$ cat config.mk
export PLATFORM = sky130hd
export DESIGN_NAME = elvc_ctrl
export DESIGN_NICKNAME = d
export VERILOG_FILES = /design/src/verilog/elvc_pkg.sv /design/src/verilog/elvc_ctrl.sv
export SDC_FILE = /design/constraint.sdc
export NUM_CORES = 1
export LEC_CHECK = 0
export ABC_AREA = 1
export CORE_UTILIZATION = 33
export DETAILED_ROUTE_END_ITERATION = 8
export DONT_BUFFER_PORTS = 1
export PLACE_DENSITY = 0.58
export RECOVER_POWER = 50
export SLEW_MARGIN = 15
export SYNTH_ARGS = -nofsm -noshare
export SYNTH_HDL_FRONTEND = slang
export SYNTH_SLANG_ARGS = --single-unit
$ cat constraint.sdc
create_clock -name clk -period 1.8 [get_ports clk]
set_clock_uncertainty 0.15 [all_clocks]
set_input_delay 0.36 -clock clk [delete_from_list [all_inputs] [get_ports clk]]
set_output_delay 0.36 -clock clk [all_outputs]
set_load 0.05 [all_outputs]
$ cat src/verilog/elvc_pkg.sv
package elvc_pkg;
    // number of request sources and register data width
    localparam int unsigned ELVC_NSRC = 8;
    localparam int unsigned ELVC_DW = 32;
    // apb byte offsets of the register words
    localparam logic [11:0] ELVC_OFS_PEND = 12'h000; // read pending, write clear
    localparam logic [11:0] ELVC_OFS_EN = 12'h004;
    localparam logic [11:0] ELVC_OFS_EVT = 12'h008;
    localparam logic [11:0] ELVC_OFS_EVM = 12'h00C;
    // reset values
    localparam logic [7:0] ELVC_PEND_RST = 8'h00;
    localparam logic [7:0] ELVC_EN_RST = 8'h00;
    localparam logic [2:0] ELVC_EVT_RST = 3'h0;
    // event status bit positions
    localparam int unsigned ELVC_EVT_LATCH = 0; // a request edge was latched
    localparam int unsigned ELVC_EVT_EMPTY = 1; // acknowledge found nothing
    localparam int unsigned ELVC_EVT_VEC = 2; // vector delivered from rom
    localparam int unsigned ELVC_NEVT = 3;
    // processor priority levels handled here
    localparam logic [4:0] ELVC_LVL_14 = 5'h14;
    localparam logic [4:0] ELVC_LVL_15 = 5'h15;
    localparam logic [4:0] ELVC_LVL_16 = 5'h16;
    localparam logic [4:0] ELVC_LVL_17 = 5'h17;
    // rom vector addresses
    localparam logic [31:0] ELVC_ROM_BASE15 = 32'h2004_0020;
    localparam logic [31:0] ELVC_ROM_ADR14 = 32'h2004_0040;
    localparam logic [31:0] ELVC_ROM_ADR16 = 32'h2004_0048;
    localparam logic [31:0] ELVC_ROM_ADR17 = 32'h2004_004C;
    localparam int unsigned ELVC_IDX_SHIFT = 2;
    localparam logic [31:0] ELVC_PASSIVE_VEC = 32'h0000_0000;

    // acknowledge request from the processor
    typedef struct packed {
        logic req; // held high until the answer pulse
        logic [4:0] level; // processor_priority_level being acknowledged
    } elvc_ack_t;

    // rom read request towards the boot rom
    typedef struct packed {
        logic req; // held high until rom ack
        logic [31:0] addr; // longword aligned
    } elvc_rom_t;

    // vector answer back to the processor
    typedef struct packed {
        logic done; // one cycle pulse
        logic [31:0] vec;
    } elvc_vec_t;
endpackage : elvc_pkg

$ cat src/verilog/elvc_ctrl.sv
// Added by the designer: the APB register port and the placing of the registers.
`timescale 1ns/1ps
module elvc_ctrl (
    input wire logic clk,
    input wire logic rst_b,
    // apb slave
    input wire logic psel,
    input wire logic penable,
    input wire logic pwrite,
    input wire logic [11:0] paddr,
    input wire logic [31:0] pwdata,
    output logic [31:0] prdata,
    output logic pready,
    output logic pslverr,
    // device request lines, active high
    input wire logic [7:0] dev_req,
    // processor side
    output logic cpu_irq_n,
    input wire elvc_pkg::elvc_ack_t ack_in,
    output elvc_pkg::elvc_vec_t vec_out,
    // boot rom side
    output elvc_pkg::elvc_rom_t rom_out,
    input wire logic rom_ack,
    input wire logic [31:0] rom_rdata,
    // event interrupt
    output logic evt_irq
);
    import elvc_pkg::*;

    typedef enum logic [1:0] {
        ELVC_IDLE,
        ELVC_ROM,
        ELVC_HOLD
    } elvc_state_t;

    // highest set bit wins, 7 over 0
    function automatic logic [2:0] elvc_winner(input logic [7:0] v);
        logic [2:0] idx;
        idx = 3'h0;
        for (int i = 0; i < ELVC_NSRC; i++) begin
            if (v[i]) begin
                idx = i[2:0]; // later (higher) bits override
            end
        end
        return idx;
    endfunction : elvc_winner

    // level in the served window
    function automatic logic elvc_our_level(input logic [4:0] lvl);
        return (lvl == ELVC_LVL_14) || (lvl == ELVC_LVL_15) ||
            (lvl == ELVC_LVL_16) || (lvl == ELVC_LVL_17);
    endfunction : elvc_our_level

    logic [7:0] req_meta_ff; // first stage, read only by second
    logic [7:0] req_sync_ff; // synchronised level
    logic [7:0] req_prev_ff; // previous synchronised level
    logic [7:0] rise; // one cycle per edge
    logic [7:0] pend_ff;
    logic [7:0] nxt_pend;
    logic [7:0] en_ff;
    logic [ELVC_NEVT-1:0] evt_ff;
    logic [ELVC_NEVT-1:0] evm_ff;
    logic [ELVC_NEVT-1:0] evt_set;
    logic [7:0] act; // pending and enabled
    logic [7:0] clr_w; // clear mask from apb write
    logic [7:0] ack_clr; // one-hot clear from acknowledge
    logic irq_n_ff;
    logic [31:0] prdata_ff;
    logic pslverr_ff;
    logic wr_acc; // access phase of a write
    logic setup; // setup phase
    logic take; // acknowledge accepted this cycle
    logic take15;
    elvc_state_t state_ff;
    logic rom_req_ff;
    logic [31:0] rom_addr_ff;
    logic vec_done_ff;
    logic [31:0] vec_ff;

    assign act = pend_ff & en_ff;
    assign setup = psel && !penable;
    assign wr_acc = psel && penable && pwrite;
    assign take = (state_ff == ELVC_IDLE) && ack_in.req &&
        elvc_our_level(ack_in.level);
    assign take15 = take && (ack_in.level == ELVC_LVL_15);

    // two flop synchroniser then edge history
    always_ff @(posedge clk or negedge rst_b) begin
        if (!rst_b) begin
            req_meta_ff <= 8'h00;
            req_sync_ff <= 8'h00;
            req_prev_ff <= 8'h00;
        end else begin
            req_meta_ff <= dev_req;
            req_sync_ff <= req_meta_ff;
            req_prev_ff <= req_sync_ff;
        end
    end

    // edge detect on synced level only; a held level gives no edge
    assign rise = req_sync_ff & ~req_prev_ff;

    // clear mask from a write to the shared pending address
    assign clr_w = (wr_acc && paddr == ELVC_OFS_PEND) ?
        pwdata[7:0] : 8'h00;
    // acknowledge clears only its winner, enables untouched
    assign ack_clr = (take15 && |act) ?
        (8'h01 << elvc_winner(act)) : 8'h00;

    // per source pending latch, same bit index in every register
    generate
        for (genvar g = 0; g < ELVC_NSRC; g++) begin : g_pend
            // set independent of enable; set beats any clear
            assign nxt_pend[g] = rise[g] ||
                (pend_ff[g] && !clr_w[g] && !ack_clr[g]);
        end
    endgenerate

    // pending register
    always_ff @(posedge clk or negedge rst_b) begin
        if (!rst_b) begin
            pend_ff <= ELVC_PEND_RST;
        end else begin
            pend_ff <= nxt_pend;
        end
    end

    // enable register, written only by software
    always_ff @(posedge clk or negedge rst_b) begin
        if (!rst_b) begin
            en_ff <= ELVC_EN_RST;
        end else if (wr_acc && paddr == ELVC_OFS_EN) begin
            en_ff <= pwdata[7:0];
        end
    end

    // processor request, registered so the pin never glitches
    always_ff @(posedge clk or negedge rst_b) begin
        if (!rst_b) begin
            irq_n_ff <= 1'b1;
        end else begin
            irq_n_ff <= !(|act);
        end
    end
    assign cpu_irq_n = irq_n_ff;

    // acknowledge sequencer
    always_ff @(posedge clk or negedge rst_b) begin
        if (!rst_b) begin
            state_ff <= ELVC_IDLE;
            rom_req_ff <= 1'b0;
            rom_addr_ff <= 32'h0000_0000;
            vec_done_ff <= 1'b0;
            vec_ff <= 32'h0000_0000;
        end else begin
            vec_done_ff <= 1'b0;
            case (state_ff)
                ELVC_IDLE: begin
                    if (take15 && !(|act)) begin
                        // passive release: nothing to fetch
                        vec_ff <= ELVC_PASSIVE_VEC;
                        vec_done_ff <= 1'b1;
                        state_ff <= ELVC_HOLD;
                    end else if (take15) begin
                        rom_addr_ff <= ELVC_ROM_BASE15 |
                            {27'h0, elvc_winner(act), 2'h0};
                        rom_req_ff <= 1'b1;
                        state_ff <= ELVC_ROM;
                    end else if (take) begin
                        // one fixed longword per other level
                        if (ack_in.level == ELVC_LVL_14) begin
                            rom_addr_ff <= ELVC_ROM_ADR14;
                        end else if (ack_in.level == ELVC_LVL_16) begin
                            rom_addr_ff <= ELVC_ROM_ADR16;
                        end else begin
                            rom_addr_ff <= ELVC_ROM_ADR17;
                        end
                        rom_req_ff <= 1'b1;
                        state_ff <= ELVC_ROM;
                    end
                end
                ELVC_ROM: begin
                    if (rom_ack) begin
                        rom_req_ff <= 1'b0;
                        vec_ff <= rom_rdata;
                        vec_done_ff <= 1'b1;
                        state_ff <= ELVC_HOLD;
                    end
                end
                default: begin
                    // wait for the processor to drop its request,
                    // otherwise a held request would be served twice
                    if (!ack_in.req) begin
                        state_ff <= ELVC_IDLE;
                    end
                end
            endcase
        end
    end
    assign rom_out.req = rom_req_ff;
    assign rom_out.addr = rom_addr_ff;
    assign vec_out.done = vec_done_ff;
    assign vec_out.vec = vec_ff;

    // event sources for the sticky status
    always_comb begin
        evt_set = '0;
        evt_set[ELVC_EVT_LATCH] = |rise;
        evt_set[ELVC_EVT_EMPTY] = take15 && !(|act);
        evt_set[ELVC_EVT_VEC] = (state_ff == ELVC_ROM) && rom_ack;
    end

    // sticky status, write one to clear, new event wins
    always_ff @(posedge clk or negedge rst_b) begin
        if (!rst_b) begin
            evt_ff <= ELVC_EVT_RST;
        end else if (wr_acc && paddr == ELVC_OFS_EVT) begin
            evt_ff <= evt_set | (evt_ff & ~pwdata[ELVC_NEVT-1:0]);
        end else begin
            evt_ff <= evt_set | evt_ff;
        end
    end

    // event mask
    always_ff @(posedge clk or negedge rst_b) begin
        if (!rst_b) begin
            evm_ff <= ELVC_EVT_RST;
        end else if (wr_acc && paddr == ELVC_OFS_EVM) begin
            evm_ff <= pwdata[ELVC_NEVT-1:0];
        end
    end
    assign evt_irq = |(evt_ff & evm_ff);

    // read data captured in setup; reads have no side effect
    always_ff @(posedge clk or negedge rst_b) begin
        if (!rst_b) begin
            prdata_ff <= 32'h0000_0000;
            pslverr_ff <= 1'b0;
        end else if (setup) begin
            pslverr_ff <= 1'b0;
            if (paddr == ELVC_OFS_PEND) begin
                prdata_ff <= {24'h0, pend_ff};
            end else if (paddr == ELVC_OFS_EN) begin
                prdata_ff <= {24'h0, en_ff};
            end else if (paddr == ELVC_OFS_EVT) begin
                prdata_ff <= {29'h0, evt_ff};
            end else if (paddr == ELVC_OFS_EVM) begin
                prdata_ff <= {29'h0, evm_ff};
            end else begin
                // unmapped: zero data and an error answer
                prdata_ff <= 32'h0000_0000;
                pslverr_ff <= 1'b1;
            end
        end
    end
    assign prdata = prdata_ff;
    assign pslverr = pslverr_ff;
    assign pready = 1'b1; // zero wait states
endmodule : elvc_ctrl

==> flow_summary_export.csv <==
group,metric,value,unit
timing,setup-tns-final,0,ps
synthesis,dominantRegCellSynth,"dfrtp_1",
synthesis,yosysUniqueCellTypes,31,
synthesis,synth.area.top_cells,"dfrtp_1, nand2_1, buf_4",
pwr,power_leakage,2.74,nW
global_route,grt_start_max_net_pins,99,
timing,fmax,599,MHz
synthesis,yosysWarnings,0,
drt,routedWlPerCell,12.8,um
layout,fill_cells,1319,
clock_network,cts.htree.levels,3,
worst_setup_path,critPathMaxStageDelay,410,ps
drt,route.detailed.drc,0,
clock_network,clkSlewWorstSetupHoldPaths,70,ps
worst_setup_path,crit_path_frequent_cell,"nand2_1",
timing,setup_viol,0,
worst_setup_path,cp_slowest_cell,"dfrtp_1",
clock_network,clkSinkCount,98,
timing,hold_ws,-442,ps
die,die_y,120,um
drt,vias_per_cell,4.35,
timing,rsz0062_at_grt,"false",
synthesis,yosysTopAreaCell,"dfrtp_1",
layout,final_nets,679,
worst_setup_path,reg2reg_slack,130,ps
synthesis,yosysMostFrequentCell,"nand2_1",
pwr,peakVddDrop,0.000820,V
die,initial_utilization,0.342,
layout,seq_area,2450,um^2
synthesis,synth_edf_count,0,
worst_setup_path,required,1880,ps
worst_setup_path,path_cells,"nand2_1, nand2_1, nor2_2, nand2_2, nor2_4, nor2_4, buf_12, nand2_1, nand2_1",
die,dieArea,14400,um^2
synthesis,synthArstFlopShare,1.00,
synthesis,syn_avg_cell_area,8.64,um^2
clock_network,cts_made_buffers,9,
global_route,first_global_vias,3187,
synthesis,synth-seq-cells,98,
clock_network,clock_path_buffers,2,
layout,drive_gt1_frac,0.0988,
clock_network,cts-root-buf,"clkbuf_16",
synthesis,synth_cells,530,
global_route,grt_pass1_wl,15800,um
place,port_buffers,0,
die,num_io_pins,198,
synthesis,synth_top_area_share,0.530,
drt,ant_nets,0,
global_route,grt-ovfl-total,0,
timing,finalMaxSlewViolations,0,
worst_setup_path,cp.arrival,1750,ps
layout,n_antenna_cell,0,
run,drv_cap,0,
die,core_area,13400,um^2
drt,vias,3319,
place,gp_congestion,0.841,
die,placementRows,42,
drt,dr.pass1.iters,4,
worst_setup_path,crit_path_start_kind,"flop",
clock_network,cts_tree,"yes",
worst_setup_path,path_class,"reg -> reg",
pwr,total_power,7.24,mW
worst_setup_path,cp_top_family,"simple AND/OR/NAND/NOR gates",
drt,routed_wl,9760,um
global_route,track_usage,0.141,
status,status,"finished with violations",
global_route,antenna_found_initial,0,
synthesis,syn-cell-area,4580,um^2
clock_network,postCtsHoldBufs,42,
clock_network,clock_latency,340,ps
layout,area_delta_synth_final,17.0,%
worst_setup_path,critPathMaxFanout,17,
timing,min_period_over_period,0.928,
synthesis,yosysSeqAreaShare,0.536,
place,dp_slack,-26.0,ps
timing,period_needed,1670,ps
timing,hold_violations,98,
timing,worstMarginPinSlew,523,ps
synthesis,synthTopCellsByCount,"nand2_1, dfrtp_1, buf_4, inv_1, nand3_1",
worst_setup_path,cp_num_buf_inv,1,
hold_path,hold_class,"in -> async",
pwr,power_density,1350,nW/um^2
die,die_width,120,um
place,dp_hpwl,6700,um
status,violations,"negative hold slack",
drt,drt-initial-drc-count,177,
layout,multi_input_area,1660,um^2
timing,relSlewSlack,0.651,
worst_setup_path,worstSetupEndpointType,"flop",
timing,fin_ws,130,ps
-- final cells by class --
type	count	share of cell area
clock buffers	13	0.0467
clock inverters	2	0.00700
inverters	45	0.0315
multi-input cells	371	0.310
flip-flops and latches	98	0.458
well taps	176	0.0411
repair buffers	58	0.106
-- metal layers --
layer | track usage | wire [um] | vias to the layer above
met5 | 0 | 0 | -
met4 | 0.0602 | 182 | 0
met3 | 0.0323 | 657 | 15
met2 | 0.239 | 4820 | 144
met1 | 0.173 | 4090 | 1502
li1 | - | - | 1658
-- path summary, 6_finish.rpt --
path                                               start                       end  depth (start not counted)
min in group clk                               pwdata[7]      en_ff[7]$_DFFE_PN0P_                          2
max in group asynchronous                          rst_b       cpu_irq_n$_DFF_PN1_                          0
worst min-delay path                               rst_b       evt_ff[2]$_DFF_PN0_                          0
worst max-delay path                pend_ff[1]$_DFF_PN0_    vec_ff[15]$_DFFE_PN0P_                          9
worst min register to register  req_meta_ff[0]$_DFF_PN0_  req_sync_ff[0]$_DFF_PN0_                          0
worst max register to register      pend_ff[1]$_DFF_PN0_    vec_ff[15]$_DFFE_PN0P_                          9
-- cells in the final DEF, fill, tap and decap left out, types with 4 or more instances in the layout --
cell,instances
clkbuf_16,9
dlygate4sd3_1,42
nand3_1,26
nor2_2,5
inv_1,43
buf_4,14
dfrtp_1,97
nand3b_1,4
nor2_1,23
o21ai_0,7
a31oi_1,5
nand2_2,9
nor2_4,6
nand4_1,17
conb_1,50
nand2_1,200
-- report_power, final --
group | switching [mW] | total (mW) | leakage, nW | internal [mW]
logic | 0.725 | 1.06 | 1.42 | 0.335
clock network | 0.781 | 1.89 | 0.136 | 1.11
registers | 1.67 | 4.29 | 1.19 | 2.62
-- sequential cells by signal (all words and copies together) (netlist names) --
| register | flops |
|---|---|
| evt_ff | 3 |
| en_ff | 8 |
| req_sync_ff | 8 |
| cpu_irq_n | 1 |
| req_prev_ff | 8 |
| vec_ff | 32 |
| vec_done_ff | 1 |
| prdata | 8 |
| rom_addr_ff | 6 |
| state_ff | 2 |
| req_meta_ff | 8 |
| pslverr | 1 |
| rom_req_ff | 1 |
| evm_ff | 3 |
| pend_ff | 8 |
-- through the flow --
step	util	instance area, um^2	std cells
floorplan	-	4760	578
global placement	0.344	4610	703
detailed placement	0.344	4610	703
CTS	0.398	5330	761
global route	0.400	5360	763
finish	0.400	5360	763
-- timing repair --
action / in CTS / in global routing
gates resized for setup: 1 / 2
endpoints found under the hold margin: 140 / 98
cloned: 1 / 0
buffers inserted: 0 / 2
pin swaps: 0 / 5
setup endpoints to repair: 19 / 28
-- kinds of logic (layout without fill, tap and decap cells) --
group,after synthesis,after routing,share of synthesized area
buf+inv,110,118,0.144
simple gates,298,299,0.288
other cells,2,50,0.00164
flops,98,98,0.536
compound gates,22,22,0.0311
No activity file was read; power rests on OpenSTA's default activity.
